<file path="config.mk">
export PLATFORM = sky130hd
export DESIGN_NAME = pscr_regs
export DESIGN_NICKNAME = d
export VERILOG_FILES = /design/src/pscr_pkg.sv /design/src/pscr_regs.sv /design/src/pscr_synth_decode.sv
export SDC_FILE = /design/constraint.sdc
export NUM_CORES = 1
export LEC_CHECK = 0
export ABC_AREA = 1
export BUFFER_PORTS_ARGS = -buffer_cell sky130_fd_sc_hd__clkbuf_2
export CORE_ASPECT_RATIO = 0.75
export CORE_UTILIZATION = 35
export CTS_CLUSTER_DIAMETER = 100
export DETAILED_ROUTE_END_ITERATION = 16
export PLACE_DENSITY = 0.61
export SETUP_SLACK_MARGIN = 0.5
export SLEW_MARGIN = 20
export SYNTH_ARGS = -nofsm -noshare
export SYNTH_HDL_FRONTEND = slang
export SYNTH_SLANG_ARGS = --single-unit
</file>
<file path="constraint.sdc">
create_clock -name pclk -period 2.8 [get_ports pclk]
set_clock_uncertainty 0.05 [all_clocks]
set_input_delay 0.14 -clock pclk [delete_from_list [all_inputs] [get_ports pclk]]
set_output_delay 0.14 -clock pclk [all_outputs]
set_load 0.05 [all_outputs]
</file>
<file path="src/pscr_pkg.sv">
package pscr_pkg;

  // ----------------------------------------------------------------
  // Bus geometry
  // ----------------------------------------------------------------
  localparam int PSCR_ADDR_W = 12;
  localparam int PSCR_DATA_W = 32;
  localparam int PSCR_REG_W = 8;
  localparam int PSCR_NUM_REGS = 11;
  localparam logic [1:0] PSCR_WORD_ALIGN = 2'h0;

  // ----------------------------------------------------------------
  // Register indices (byte address is four times the index)
  // ----------------------------------------------------------------
  localparam logic [7:0] PSCR_IDX_DOUBLER_AND_PUMP = 8'h39;
  localparam logic [7:0] PSCR_IDX_INT_DIV_HIGH = 8'h3A;
  localparam logic [7:0] PSCR_IDX_INT_DIV_LOW = 8'h3B;
  localparam logic [7:0] PSCR_IDX_FRAC_NUM_TOP = 8'h3C;
  localparam logic [7:0] PSCR_IDX_FRAC_NUM_MID = 8'h3D;
  localparam logic [7:0] PSCR_IDX_FRAC_NUM_LOW = 8'h3E;
  localparam logic [7:0] PSCR_IDX_FRAC_DEN_TOP = 8'h3F;
  localparam logic [7:0] PSCR_IDX_FRAC_DEN_MID = 8'h40;
  localparam logic [7:0] PSCR_IDX_FRAC_DEN_LOW = 8'h41;
  localparam logic [7:0] PSCR_IDX_MODULATOR_CTRL = 8'h42;
  localparam logic [7:0] PSCR_IDX_LOOP_FILTER_R2 = 8'h43;
  localparam logic [7:0] PSCR_IDX_SYNTH_STATUS = 8'h44;

  // Slots in the storage array, in index order
  localparam int PSCR_SLOT_DBL_PUMP = 0;
  localparam int PSCR_SLOT_DIV_HIGH = 1;
  localparam int PSCR_SLOT_DIV_LOW = 2;
  localparam int PSCR_SLOT_NUM_TOP = 3;
  localparam int PSCR_SLOT_NUM_MID = 4;
  localparam int PSCR_SLOT_NUM_LOW = 5;
  localparam int PSCR_SLOT_DEN_TOP = 6;
  localparam int PSCR_SLOT_DEN_MID = 7;
  localparam int PSCR_SLOT_DEN_LOW = 8;
  localparam int PSCR_SLOT_MOD_CTRL = 9;
  localparam int PSCR_SLOT_LF_R2 = 10;

  // ----------------------------------------------------------------
  // Reset values and writable-bit masks, per slot
  // ----------------------------------------------------------------
  localparam logic [7:0] PSCR_RST [PSCR_NUM_REGS] = '{
    8'h18, 8'h00, 8'h66, 8'h00, 8'h00, 8'h00, 8'h00, 8'h00, 8'h00, 8'h0C, 8'h24};
  localparam logic [7:0] PSCR_MASK [PSCR_NUM_REGS] = '{
    8'h3F, 8'h0F, 8'hFF, 8'h3F, 8'hFF, 8'hFF, 8'h3F, 8'hFF, 8'hFF, 8'h0F, 8'h3F};

  // ----------------------------------------------------------------
  // Field positions and widths
  // ----------------------------------------------------------------
  localparam int PSCR_DBL_BIT = 4;
  localparam int PSCR_CP_W = 4;
  localparam int PSCR_INT_HI_W = 4;
  localparam int PSCR_INT_DIV_W = 12;
  localparam int PSCR_FRAC_TOP_W = 6;
  localparam int PSCR_FRAC_W = 22;
  localparam int PSCR_ORDER_LSB = 0;
  localparam int PSCR_DITHER_LSB = 2;
  localparam int PSCR_R2_W = 6;
  localparam int PSCR_CUR_W = 14;

  // Pump current step per weight unit, in microamps
  localparam int PSCR_CP_STEP_UA = 400;
  // Weights of pump code bits in steps: 0.4, 0.8, 1.6 and 6.4 mA
  localparam logic [4:0] PSCR_CP_WEIGHT [PSCR_CP_W] = '{5'h01, 5'h02, 5'h04, 5'h10};
  // Smallest division ratio the feedback divider can realise
  localparam logic [11:0] PSCR_INT_DIV_MIN = 12'h001;

  // Status register bit positions
  localparam int PSCR_ST_RATIO_LSB = 0;
  localparam int PSCR_ST_FRAC_BIT = 12;
  localparam int PSCR_ST_DEN_ZERO_BIT = 13;
  localparam int PSCR_ST_DITHER_BIT = 14;

  // ----------------------------------------------------------------
  // Modes
  // ----------------------------------------------------------------
  typedef enum logic [1:0] {
    PSCR_ORDER_INT = 2'b00,
    PSCR_ORDER_1ST = 2'b01,
    PSCR_ORDER_2ND = 2'b10,
    PSCR_ORDER_3RD = 2'b11
  } pscr_order_t;

  typedef enum logic [1:0] {
    PSCR_DITHER_WEAK = 2'b00,
    PSCR_DITHER_MEDIUM = 2'b01,
    PSCR_DITHER_STRONG = 2'b10,
    PSCR_DITHER_OFF = 2'b11
  } pscr_dither_t;

endpackage : pscr_pkg

</file>
<file path="src/pscr_regs.sv">
`timescale 1ns/100ps
module pscr_regs (
  // APB slave
  input wire logic pclk,
  input wire logic presetn,
  input wire logic psel,
  input wire logic penable,
  input wire logic pwrite,
  input wire logic [pscr_pkg::PSCR_ADDR_W-1:0] paddr,
  input wire logic [pscr_pkg::PSCR_DATA_W-1:0] pwdata,
  input wire logic [3:0] pstrb,
  output logic [pscr_pkg::PSCR_DATA_W-1:0] prdata,
  output logic pready,
  output logic pslverr,
  // Raw synthesizer configuration
  output logic primary_ref_doubler_en,
  output logic [pscr_pkg::PSCR_CP_W-1:0] pump_current_code,
  output logic [pscr_pkg::PSCR_INT_DIV_W-1:0] feedback_int_divider,
  output logic [pscr_pkg::PSCR_FRAC_W-1:0] frac_numerator,
  output logic [pscr_pkg::PSCR_FRAC_W-1:0] frac_denominator,
  output pscr_pkg::pscr_order_t modulator_order,
  output pscr_pkg::pscr_dither_t modulator_dither_sel,
  output logic [pscr_pkg::PSCR_R2_W-1:0] loop_filter_r2_code,
  // Decoded synthesizer controls
  output logic [pscr_pkg::PSCR_CUR_W-1:0] pump_current_ua,
  output logic [pscr_pkg::PSCR_INT_DIV_W-1:0] fb_int_ratio,
  output logic [pscr_pkg::PSCR_FRAC_W-1:0] fb_frac_num,
  output logic [pscr_pkg::PSCR_FRAC_W-1:0] fb_frac_den,
  output logic fb_frac_active,
  output logic dither_active,
  // Pulse after any register write lands
  output logic config_update
);
  import pscr_pkg::*;

  // ----------------------------------------------------------------
  // Address decode
  // ----------------------------------------------------------------
  logic [PSCR_ADDR_W-3:0] word_idx;
  logic aligned;
  logic in_bank;
  logic is_status;
  logic mapped;
  logic [3:0] slot;
  logic setup_phase;
  logic access_phase;
  logic wr_fire;

  assign word_idx = paddr[PSCR_ADDR_W-1:2];
  assign aligned = (paddr[1:0] == PSCR_WORD_ALIGN);
  assign in_bank = aligned && (word_idx >= (PSCR_ADDR_W-2)'(PSCR_IDX_DOUBLER_AND_PUMP))
                   && (word_idx <= (PSCR_ADDR_W-2)'(PSCR_IDX_LOOP_FILTER_R2));
  assign is_status = aligned && (word_idx == (PSCR_ADDR_W-2)'(PSCR_IDX_SYNTH_STATUS));
  assign mapped = in_bank || is_status;
  assign slot = 4'(word_idx - (PSCR_ADDR_W-2)'(PSCR_IDX_DOUBLER_AND_PUMP));
  assign setup_phase = psel && !penable;
  assign access_phase = psel && penable;

  // Zero wait states: the read word is staged during the setup cycle
  assign pready = 1'b1;
  // A write lands only at the completing access edge, only in lane 0, only if in the register bank (not status)
  assign wr_fire = access_phase && pwrite && in_bank && pstrb[0];

  // ----------------------------------------------------------------
  // Register storage, one generate slot per register
  // ----------------------------------------------------------------
  logic [PSCR_REG_W-1:0] regs_r [PSCR_NUM_REGS];
  logic [PSCR_REG_W-1:0] regs_nxt [PSCR_NUM_REGS];

  genvar g;
  generate
    for (g = 0; g < PSCR_NUM_REGS; g++) begin : g_reg
      // Unwritable bits are forced low so reserved fields read as zero
      always_comb begin
        regs_nxt[g] = regs_r[g];
        if (wr_fire && (slot == 4'(g))) begin
          regs_nxt[g] = pwdata[PSCR_REG_W-1:0] & PSCR_MASK[g];
        end
      end

      // Reset values per slot: doubler on, pump 0x8, divider 0x066, dither off, R2 0x24
      always_ff @(posedge pclk or negedge presetn) begin
        if (!presetn) begin
          regs_r[g] <= PSCR_RST[g];
        end else begin
          regs_r[g] <= regs_nxt[g];
        end
      end
    end
  endgenerate

  // ----------------------------------------------------------------
  // Field extraction
  // ----------------------------------------------------------------
  assign primary_ref_doubler_en = regs_r[PSCR_SLOT_DBL_PUMP][PSCR_DBL_BIT];
  assign pump_current_code = regs_r[PSCR_SLOT_DBL_PUMP][PSCR_CP_W-1:0];
  // Divider is split across two bytes; software should write high then low
  assign feedback_int_divider = {regs_r[PSCR_SLOT_DIV_HIGH][PSCR_INT_HI_W-1:0],
                                 regs_r[PSCR_SLOT_DIV_LOW]};
  assign frac_numerator = {regs_r[PSCR_SLOT_NUM_TOP][PSCR_FRAC_TOP_W-1:0],
                           regs_r[PSCR_SLOT_NUM_MID], regs_r[PSCR_SLOT_NUM_LOW]};
  assign frac_denominator = {regs_r[PSCR_SLOT_DEN_TOP][PSCR_FRAC_TOP_W-1:0],
                             regs_r[PSCR_SLOT_DEN_MID], regs_r[PSCR_SLOT_DEN_LOW]};
  assign modulator_order = pscr_order_t'(regs_r[PSCR_SLOT_MOD_CTRL][PSCR_ORDER_LSB+:2]);
  assign modulator_dither_sel = pscr_dither_t'(regs_r[PSCR_SLOT_MOD_CTRL][PSCR_DITHER_LSB+:2]);
  assign loop_filter_r2_code = regs_r[PSCR_SLOT_LF_R2][PSCR_R2_W-1:0];

  // ----------------------------------------------------------------
  // Decoded controls for the analog loop
  // ----------------------------------------------------------------
  logic den_zero;

  pscr_synth_decode u_decode (
    .pclk(pclk),
    .presetn(presetn),
    .pump_current_code(pump_current_code),
    .feedback_int_divider(feedback_int_divider),
    .frac_numerator(frac_numerator),
    .frac_denominator(frac_denominator),
    .modulator_order(modulator_order),
    .modulator_dither_sel(modulator_dither_sel),
    .pump_current_ua(pump_current_ua),
    .fb_int_ratio(fb_int_ratio),
    .fb_frac_num(fb_frac_num),
    .fb_frac_den(fb_frac_den),
    .fb_frac_active(fb_frac_active),
    .fb_den_zero(den_zero),
    .dither_active(dither_active)
  );

  // ----------------------------------------------------------------
  // Status word built from decoded state
  // ----------------------------------------------------------------
  logic [PSCR_DATA_W-1:0] status_word;

  always_comb begin
    status_word = '0;
    status_word[PSCR_ST_RATIO_LSB+:PSCR_INT_DIV_W] = fb_int_ratio;
    status_word[PSCR_ST_FRAC_BIT] = fb_frac_active;
    status_word[PSCR_ST_DEN_ZERO_BIT] = den_zero;
    status_word[PSCR_ST_DITHER_BIT] = dither_active;
  end

  // ----------------------------------------------------------------
  // Read data, error and update strobe
  // ----------------------------------------------------------------
  logic [PSCR_DATA_W-1:0] prdata_r, prdata_nxt;
  logic pslverr_r, pslverr_nxt;
  logic update_r, update_nxt;

  // Staging at setup keeps prdata off the address path at the cost of one setup-cycle sample
  always_comb begin
    prdata_nxt = prdata_r;
    pslverr_nxt = pslverr_r;
    if (setup_phase) begin
      pslverr_nxt = !mapped;
      prdata_nxt = '0;
      if (!pwrite && in_bank) begin
        prdata_nxt = {{(PSCR_DATA_W-PSCR_REG_W){1'b0}}, regs_r[slot]};
      end else if (!pwrite && is_status) begin
        prdata_nxt = status_word;
      end
    end
    update_nxt = wr_fire;
  end

  always_ff @(posedge pclk or negedge presetn) begin
    if (!presetn) begin
      prdata_r <= '0;
      pslverr_r <= 1'b0;
      update_r <= 1'b0;
    end else begin
      prdata_r <= prdata_nxt;
      pslverr_r <= pslverr_nxt;
      update_r <= update_nxt;
    end
  end

  assign prdata = prdata_r;
  // Error only shown in the access phase so idle bus sees it low
  assign pslverr = pslverr_r && access_phase;
  assign config_update = update_r;

endmodule : pscr_regs

</file>
<file path="src/pscr_synth_decode.sv">
`timescale 1ns/100ps
module pscr_synth_decode (
  // Clock and reset
  input wire logic pclk,
  input wire logic presetn,
  // Raw fields
  input wire logic [pscr_pkg::PSCR_CP_W-1:0] pump_current_code,
  input wire logic [pscr_pkg::PSCR_INT_DIV_W-1:0] feedback_int_divider,
  input wire logic [pscr_pkg::PSCR_FRAC_W-1:0] frac_numerator,
  input wire logic [pscr_pkg::PSCR_FRAC_W-1:0] frac_denominator,
  input wire pscr_pkg::pscr_order_t modulator_order,
  input wire pscr_pkg::pscr_dither_t modulator_dither_sel,
  // Decoded synthesizer controls
  output logic [pscr_pkg::PSCR_CUR_W-1:0] pump_current_ua,
  output logic [pscr_pkg::PSCR_INT_DIV_W-1:0] fb_int_ratio,
  output logic [pscr_pkg::PSCR_FRAC_W-1:0] fb_frac_num,
  output logic [pscr_pkg::PSCR_FRAC_W-1:0] fb_frac_den,
  output logic fb_frac_active,
  output logic fb_den_zero,
  output logic dither_active
);
  import pscr_pkg::*;

  logic [PSCR_CUR_W-1:0] cur_r, cur_nxt;
  logic [PSCR_INT_DIV_W-1:0] ratio_r, ratio_nxt;
  logic [PSCR_FRAC_W-1:0] num_r, num_nxt, den_r, den_nxt;
  logic frac_r, frac_nxt, dz_r, dz_nxt, dith_r, dith_nxt;
  logic [PSCR_CUR_W-1:0] cur_sum;

  // ----------------------------------------------------------------
  // Pump current: each set code bit adds its weight
  // ----------------------------------------------------------------
  always_comb begin
    cur_sum = '0;
    for (int i = 0; i < PSCR_CP_W; i++) begin
      if (pump_current_code[i]) begin
        cur_sum = cur_sum + PSCR_CUR_W'(PSCR_CP_WEIGHT[i]);
      end
    end
  end

  // ----------------------------------------------------------------
  // Next values of the decoded controls
  // ----------------------------------------------------------------
  always_comb begin
    cur_nxt = PSCR_CUR_W'(cur_sum * PSCR_CUR_W'(PSCR_CP_STEP_UA));
    // Codes 0 and 1 both divide by one
    if (feedback_int_divider <= PSCR_INT_DIV_MIN) begin
      ratio_nxt = PSCR_INT_DIV_MIN;
    end else begin
      ratio_nxt = feedback_int_divider;
    end
    // A zero denominator would make the fraction meaningless, so fall back to integer
    dz_nxt = (frac_denominator == '0);
    frac_nxt = (modulator_order != PSCR_ORDER_INT) && !dz_nxt;
    if (frac_nxt) begin
      num_nxt = frac_numerator;
      den_nxt = frac_denominator;
    end else begin
      num_nxt = '0;
      den_nxt = '0;
    end
    // Dither only matters while the modulator runs
    dith_nxt = (modulator_dither_sel != PSCR_DITHER_OFF) && frac_nxt;
  end

  always_ff @(posedge pclk or negedge presetn) begin
    if (!presetn) begin
      cur_r <= '0;
      ratio_r <= PSCR_INT_DIV_MIN;
      num_r <= '0;
      den_r <= '0;
      frac_r <= 1'b0;
      dz_r <= 1'b0;
      dith_r <= 1'b0;
    end else begin
      cur_r <= cur_nxt;
      ratio_r <= ratio_nxt;
      num_r <= num_nxt;
      den_r <= den_nxt;
      frac_r <= frac_nxt;
      dz_r <= dz_nxt;
      dith_r <= dith_nxt;
    end
  end

  assign pump_current_ua = cur_r;
  assign fb_int_ratio = ratio_r;
  assign fb_frac_num = num_r;
  assign fb_frac_den = den_r;
  assign fb_frac_active = frac_r;
  assign fb_den_zero = dz_r;
  assign dither_active = dith_r;

endmodule : pscr_synth_decode

</file>
# --- After elaboration in Yosys (flattened, before gate mapping) ---
# Cells that the tools add are included.
word_totals:
  ff_bits: 175
  inputBits: 53
  wordCells: 88
  out_inout_bits: 178
classes:
  order_cmp: 4
  n_addsub: 4
  n_mux: 12
  eq_ne: 12
  bitwise: 1
  reduce_logical: 33
  n_mul: 1
op_table:
  columns: ["op", "count"]
  rows:
  - ["2-to-1 mux 22 bit", 2]
  - ["2-to-1 mux 14 bit", 3]
  - ["binary-select mux 8 bit (select 4 bit)", 1]
  - ["2-to-1 mux 32 bit", 1]
  - ["logical AND 1 bit", 24]
  - ["logical NOT 22 bit", 1]
  - ["== test 4 x 3 -> 1 bit, second input constant", 4]
  - ["2-to-1 mux 8 bit", 2]
  - ["2-to-1 mux 15 bit", 1]
  - ["adder 14 x 3 -> 14 bit, second input constant", 1]
  - ["adder 14 x 5 -> 14 bit, second input constant", 1]
  - ["multiplier 14 x 5 -> 10 bit, second input constant", 1]
  - ["== test 4 bit, second input constant", 3]
  - ["<= comparator 12 x 1 -> 1 bit, second input constant", 1]
  - ["2-to-1 mux 12 bit", 1]
  - ["== test 10 x 7 -> 1 bit, second input constant", 1]
  - ["greater-or-equal comparator 10 x 6 -> 1 bit, second input constant", 1]
  - ["<= comparator 10 x 7 -> 1 bit, second input constant", 1]
  - ["== test 4 x 2 -> 1 bit, second input constant", 2]
  - ["greater-or-equal comparator 5 bit, second input constant", 1]
  - ["NOT 4 -> 5 bit", 1]
  - ["== test 4 x 1 -> 1 bit, second input constant", 1]
  - ["logical NOT 1 bit", 4]
  - ["logical NOT 4 bit", 1]
  - ["7 further kinds", 7]

# --- Logic depth before layout (Yosys ltp) ---
depth:
  ltp_word: 8
  ltp_mapped: 13
  ltp_nobuf: 12

# --- Modules after synthesis ---
# From an unflattened synthesis, not the netlist that was laid out.
unflattened:
  hier_cells: 1014
  area_unflattened_um2: 8034.0
by_module_without_submodules:
  columns: ["module", "area_per_inst_um2", "seq_area_each_um2", "cells_each", "n_inst"]
  rows:
  - ["pscr_regs", 5517.8, 2239.6, 780, 1]
  - ["pscr_synth_decode", 2516.2, 1702.9, 234, 1]

# --- Least setup slack after synthesis ---
# OpenSTA, ideal clock, no wires.
synth_timing:
  kind: "reg2reg"
  from: "register regs_r, in the netlist pump_current_code[1]"
  to: "register u_decode.cur_r[12], in the netlist u_decode.pump_current_ua[12]"
  setup_slack_ps: 877
  setup_ps: 123
  stages_incl_launch_ff: 9
  required_time_ps: 2627
  t_arrival_ps: 1749
  n_path_buf: 0
  synth_period_minus_slack_ps: 1923
  cell_sequence: "dfrtp_1 -> inv_1 -> ha_1 -> inv_1 -> ha_1 -> ha_1 -> ha_1 -> a31o_2 -> xor2_1"
synth_between:
  elab_chain_len: 6
synth_rtl:
  columns: ["element", "line_no", "source"]
  rows:
  - ["from (decl)", "pscr_regs.sv:67", "logic [PSCR_REG_W-1:0] regs_r [PSCR_NUM_REGS];"]
  - ["from (signal, indexed assignment)", "pscr_regs.sv:84", "regs_r[g] <= PSCR_RST[g];"]
  - ["from (signal, indexed assignment)", "pscr_regs.sv:86", "regs_r[g] <= regs_nxt[g];"]
  - ["2-to-1 mux 14 bit (*)", "pscr_synth_decode.sv:36", "if (pump_current_code[i]) begin"]
  - ["adder 14 x 3 -> 14 bit", "pscr_synth_decode.sv:37", "cur_sum = cur_sum + PSCR_CUR_W'(PSCR_CP_WEIGHT[i]);"]
  - ["2-to-1 mux 14 bit (*)", "pscr_synth_decode.sv:36", null]
  - ["adder 14 x 5 -> 14 bit", "pscr_synth_decode.sv:37", null]
  - ["2-to-1 mux 14 bit (*)", "pscr_synth_decode.sv:36", null]
  - ["multiplier 14 x 5 -> 10 bit (*)", "pscr_synth_decode.sv:46", "cur_nxt = PSCR_CUR_W'(cur_sum * PSCR_CUR_W'(PSCR_CP_STEP_UA));"]
  - ["net u_decode.cur_nxt[12]", "pscr_synth_decode.sv:24", "logic [PSCR_CUR_W-1:0] cur_r, cur_nxt;"]
  - ["to (signal assigned)", "pscr_synth_decode.sv:77", "cur_r <= cur_nxt;"]
  - ["to (decl)", "pscr_synth_decode.sv:24", null]
# Mark *: on every way through the listed nets, which the timed path passes. The rest lies on a longest branch.
# A chain may end at the register's enable or synchronous reset.

# --- Worst setup path in the final report ---
# Ends and elaborated chain as after synthesis.

==> results.txt <==
- Setup repair after global routing left no endpoint under its margin.
- # DRC: 0
- Antenna-violating nets left: 0
- Of the total power, the share spent switching nets is 0.260.
- Hold Path Origin: pwdata[6]
* Internal Dissipation: 3.73 mW
- Yosys reg bits: 157
- The area growth from synthesis to layout is 14.6%.
* Final worst-path setup slack: a little under 700 ps
* Max Slew Vio Count: 0
- The average instance in the mapped netlist occupies 8.21 sq um.
- For this run, the number of standard cells in the final layout without fillers is 1360.
- During I/O placement, the number of pins put on the boundary was 231.
- VDD sags by at most 0.425 mV.
- Number of standard cells after synthesis: 962
- Layout cell share with drive strength beyond 1: 0.240
* Starting density of the core: 0.357
- Of the total power, combinational logic draws 0.098.
- The run finished with clean final reports.
- Slew at the pin closest to its max-slew limit: 758 ps
* Share of synthesized area occupied by flip-flops and latches: 0.499
- Total power for the finished layout comes to 5.03 mW.
* Number of maximum-capacitance constraint violations: 0
* Cell variety after synth: 31
- Remaining global-route overflow: 0
- Static Leak: a little over 5 nW
- From left edge to right edge, the die measures ~180 um.
- Largest net degree at the start of global routing: 63
- DR vias: 6421
- Number of placed cells counting well taps: 1330
- After detailed routing, the average wire length per cell comes to 17.1 um.
- Prior to clock tree synthesis, the placed netlist has a worst setup slack of 438 ps.
- For this run, the top clock speed supported by timing is between 400 and 500 MHz.
* Required time of the worst setup path: between 3000 and 4000 ps
* Minimum clock period after layout: 2110 ps
- Dividing the final minimum period by the clock period gives 0.752.
- Global-route total usage across every layer: 0.208
* Crit-path max FO: 6
- Estimated wirelength of the detail-placed design: about 17000 um
- After detailed routing, the number of vias per cell comes to 4.72.
* Final antenna diode count: 0
- The path class of the tightest hold or removal check is in2reg.
- The most numerous cell type found on the critical path is ha_1.
- Warning count from the yosys run: 0
* Antenna violations before repair: 0
- Once the clock tree was built, the setup fixing pass inserted 0 buffers.
- Count of TritonRoute iterations in the first routing pass: 5
- The first global-routing pass estimated between 30000 and 40000 um of wire.
* Number of buffers inserted by port buffering: between 150 and 200
* Number of sinks driven by the clock tree: approximately 160
- Summed instance area of the synthesized netlist: 7900 sq um
- The critical path goes through inv_1, ha_1, inv_1, ha_1, ha_1, ha_1, a31o_2, xor2_1.
* Root Buffer Master: clkbuf_16
- CTS tree: built
- The worst setup path is of the reg2reg kind.
- In the final design database the tool counted around 1100 nets.
- STA classifies the critical path startpoint as a register.
- Timing startpoint of the critical path: pump_current_code[1]$_DFFE_PN0P_
- After the first detailed-routing iteration, the DRC count stood at 460.
* TNS Setup: 0 ps
* Final setup fails: 0
* Clk pin slew, worst setup/hold paths: 60 ps
- Vias in the first global route: 5995
* Power per standard cell area: 556 nW/um^2
- The number of hold buffers added after CTS was 1.
* Final hold violation count: 0
- The die is 132 um tall.
* Resized Gates After CTS: 0
- The congestion estimate from routability-driven global placement came to 0.897.
- Master of the slowest instance on the critical path: dfrtp_1
- Final Core Density: 0.409
- Summed over all nets, the switching power comes to 1.31 mW.
* RR Startpoint: pump_current_code[1]$_DFFE_PN0P_
- Bufs on Longest Clock Path: 2
* Clock Power Share: 0.445
* Row Count: 47
* Kind of end point of the critical path: register
- Summed over all layers, the routed wires come to 23300 um.
- Clock latency at the later pin of the worst-skew pair: 430 ps
- Arrival time at the worst endpoint: between 2000 and 2500 ps
- Max-Slew Margin vs Limit: 0.493
- After floorplanning, the core was sized to cover 22100 sq um.
- The die covers 23200 sq um.
- Relative contribution of sequential cells to total power: 0.457
- The number of clock buffers added by TritonCTS is 17.
- The largest single stage delay on the critical path is 460 ps.
- The H-tree was split into 4 levels.
## path summary, 6_finish.rpt
check / slack (ps) / cells past startpoint / endpoint
setup reg to reg: 690 / 8 / u_decode.pump_current_ua[12]$_DFF_PN0_
hold reg to reg: 380 / 0 / u_decode.fb_int_ratio[2]$_DFF_PN0_
setup / recovery: 690 / 8 / u_decode.pump_current_ua[12]$_DFF_PN0_
hold / removal: 40 / 3 / feedback_int_divider[6]$_DFFE_PN1P_
min in group asynchronous: 70 / 2 / u_decode.fb_frac_num[9]$_DFF_PN0_
max in group asynchronous: 1850 / 3 / feedback_int_divider[2]$_DFFE_PN1P_
## synthesized netlist by cell type (all sizes together)
| cell type | instances | share of area |
|---|---|---|
| a21oi | 10 | 0.0063 |
| a31o | 1 | 0.0011 |
| buf | 112 | 0.10 |
| clkbuf | 30 | 0.014 |
| clkinv | 1 | 0.00047 |
| conb | 2 | 0.00095 |
| dfrtp | 146 | 0.46 |
| dfstp | 11 | 0.037 |
| ha | 16 | 0.025 |
| inv | 102 | 0.049 |
| nand2 | 266 | 0.13 |
| nand3 | 142 | 0.090 |
| nand3b | 1 | 0.00095 |
| nand4 | 25 | 0.023 |
| nor2 | 75 | 0.041 |
| nor3 | 4 | 0.0032 |
| nor4 | 1 | 0.00079 |
| o21ai | 14 | 0.0089 |
| xnor2 | 1 | 0.0035 |
| xor2 | 2 | 0.0022 |
## through the flow
stage               instance area [sq um]  hold WS, ps
finish                               9050         42.0
global route                         9050         14.8
CTS                                  9050         12.0
floorplan                            7970         -206
detailed placement                   8480        -58.1
global placement                     8480        -58.8
## flip-flops by register name, indices dropped and copies added, names as in the netlist, 2 cells and up
| register | flops |
|---|---|
| modulator_order | 2 |
| prdata | 15 |
| frac_numerator | 22 |
| feedback_int_divider | 12 |
| u_decode.pump_current_ua | 9 |
| u_decode.fb_frac_num | 22 |
| pump_current_code | 4 |
| modulator_dither_sel | 2 |
| u_decode.fb_frac_den | 22 |
| loop_filter_r2_code | 6 |
| u_decode.fb_int_ratio | 12 |
| frac_denominator | 22 |
## logic make-up after synthesis
group                    count (synthesis)  share of synthesized area
AO/OA/AOI/OAI                           25                     0.0163
XOR/XNOR                                 3                    0.00571
adder cells (fa/ha/maj)                 16                     0.0254
buffers and inverters                  245                      0.165
flip-flops                             157                      0.499
other                                    2                   0.000951
AND/OR/NAND/NOR                        514                      0.287
## cell type report
class / count / area (sq um)
Clock buffer: 22 / 464
Clock inverter: 7 / 91.3
Fill cell: 2306 / 13100
Inverter: 103 / 389
Multi-Input combinational cell: 580 / 2730
Sequential cell: 157 / 3940
Tap cell: 294 / 368
Timing Repair Buffer: 197 / 1060
## layout by cell type (no fill, tap or decap), drive strengths merged, types with 4 or more instances in the layout
cell and n:
nand2 266, clkbuf 202, dfrtp 146, nand3 142, inv 102, nor2 75
nand4 25, conb 22, ha 16, buf 16, o21ai 14, dfstp 11
a21oi 10, clkinv 5, nor3 4
## metal layers
layer,share of wire,vias up,global-route usage
met3,0.071,19,0.0531
met2,0.43,218,0.297
met4,0.010,0,0.0478
met5,0,-,0
li1,-,3079,-
met1,0.49,3105,0.311
## critical path: cells and delay by family, from the launching register on
kind | cells | cell delay (ps)
flip-flops | 1 | 460
buffers and inverters | 2 | 160
AO/OA/AOI/OAI | 1 | 220
adder cells (fa/ha/maj) | 4 | 960
XOR/XNOR | 1 | 130
## power groups by stage
stage,clock network [mW],registers [mW],logic (mW)
after floorplan,0,2.39,0.290
after detailed placement,0,2.34,0.492
after global placement,0,2.34,0.492
after CTS,2.29,2.30,0.493
after global routing,2.39,2.30,0.531
final,2.24,2.30,0.494
No activity file was read; power rests on OpenSTA's default activity.
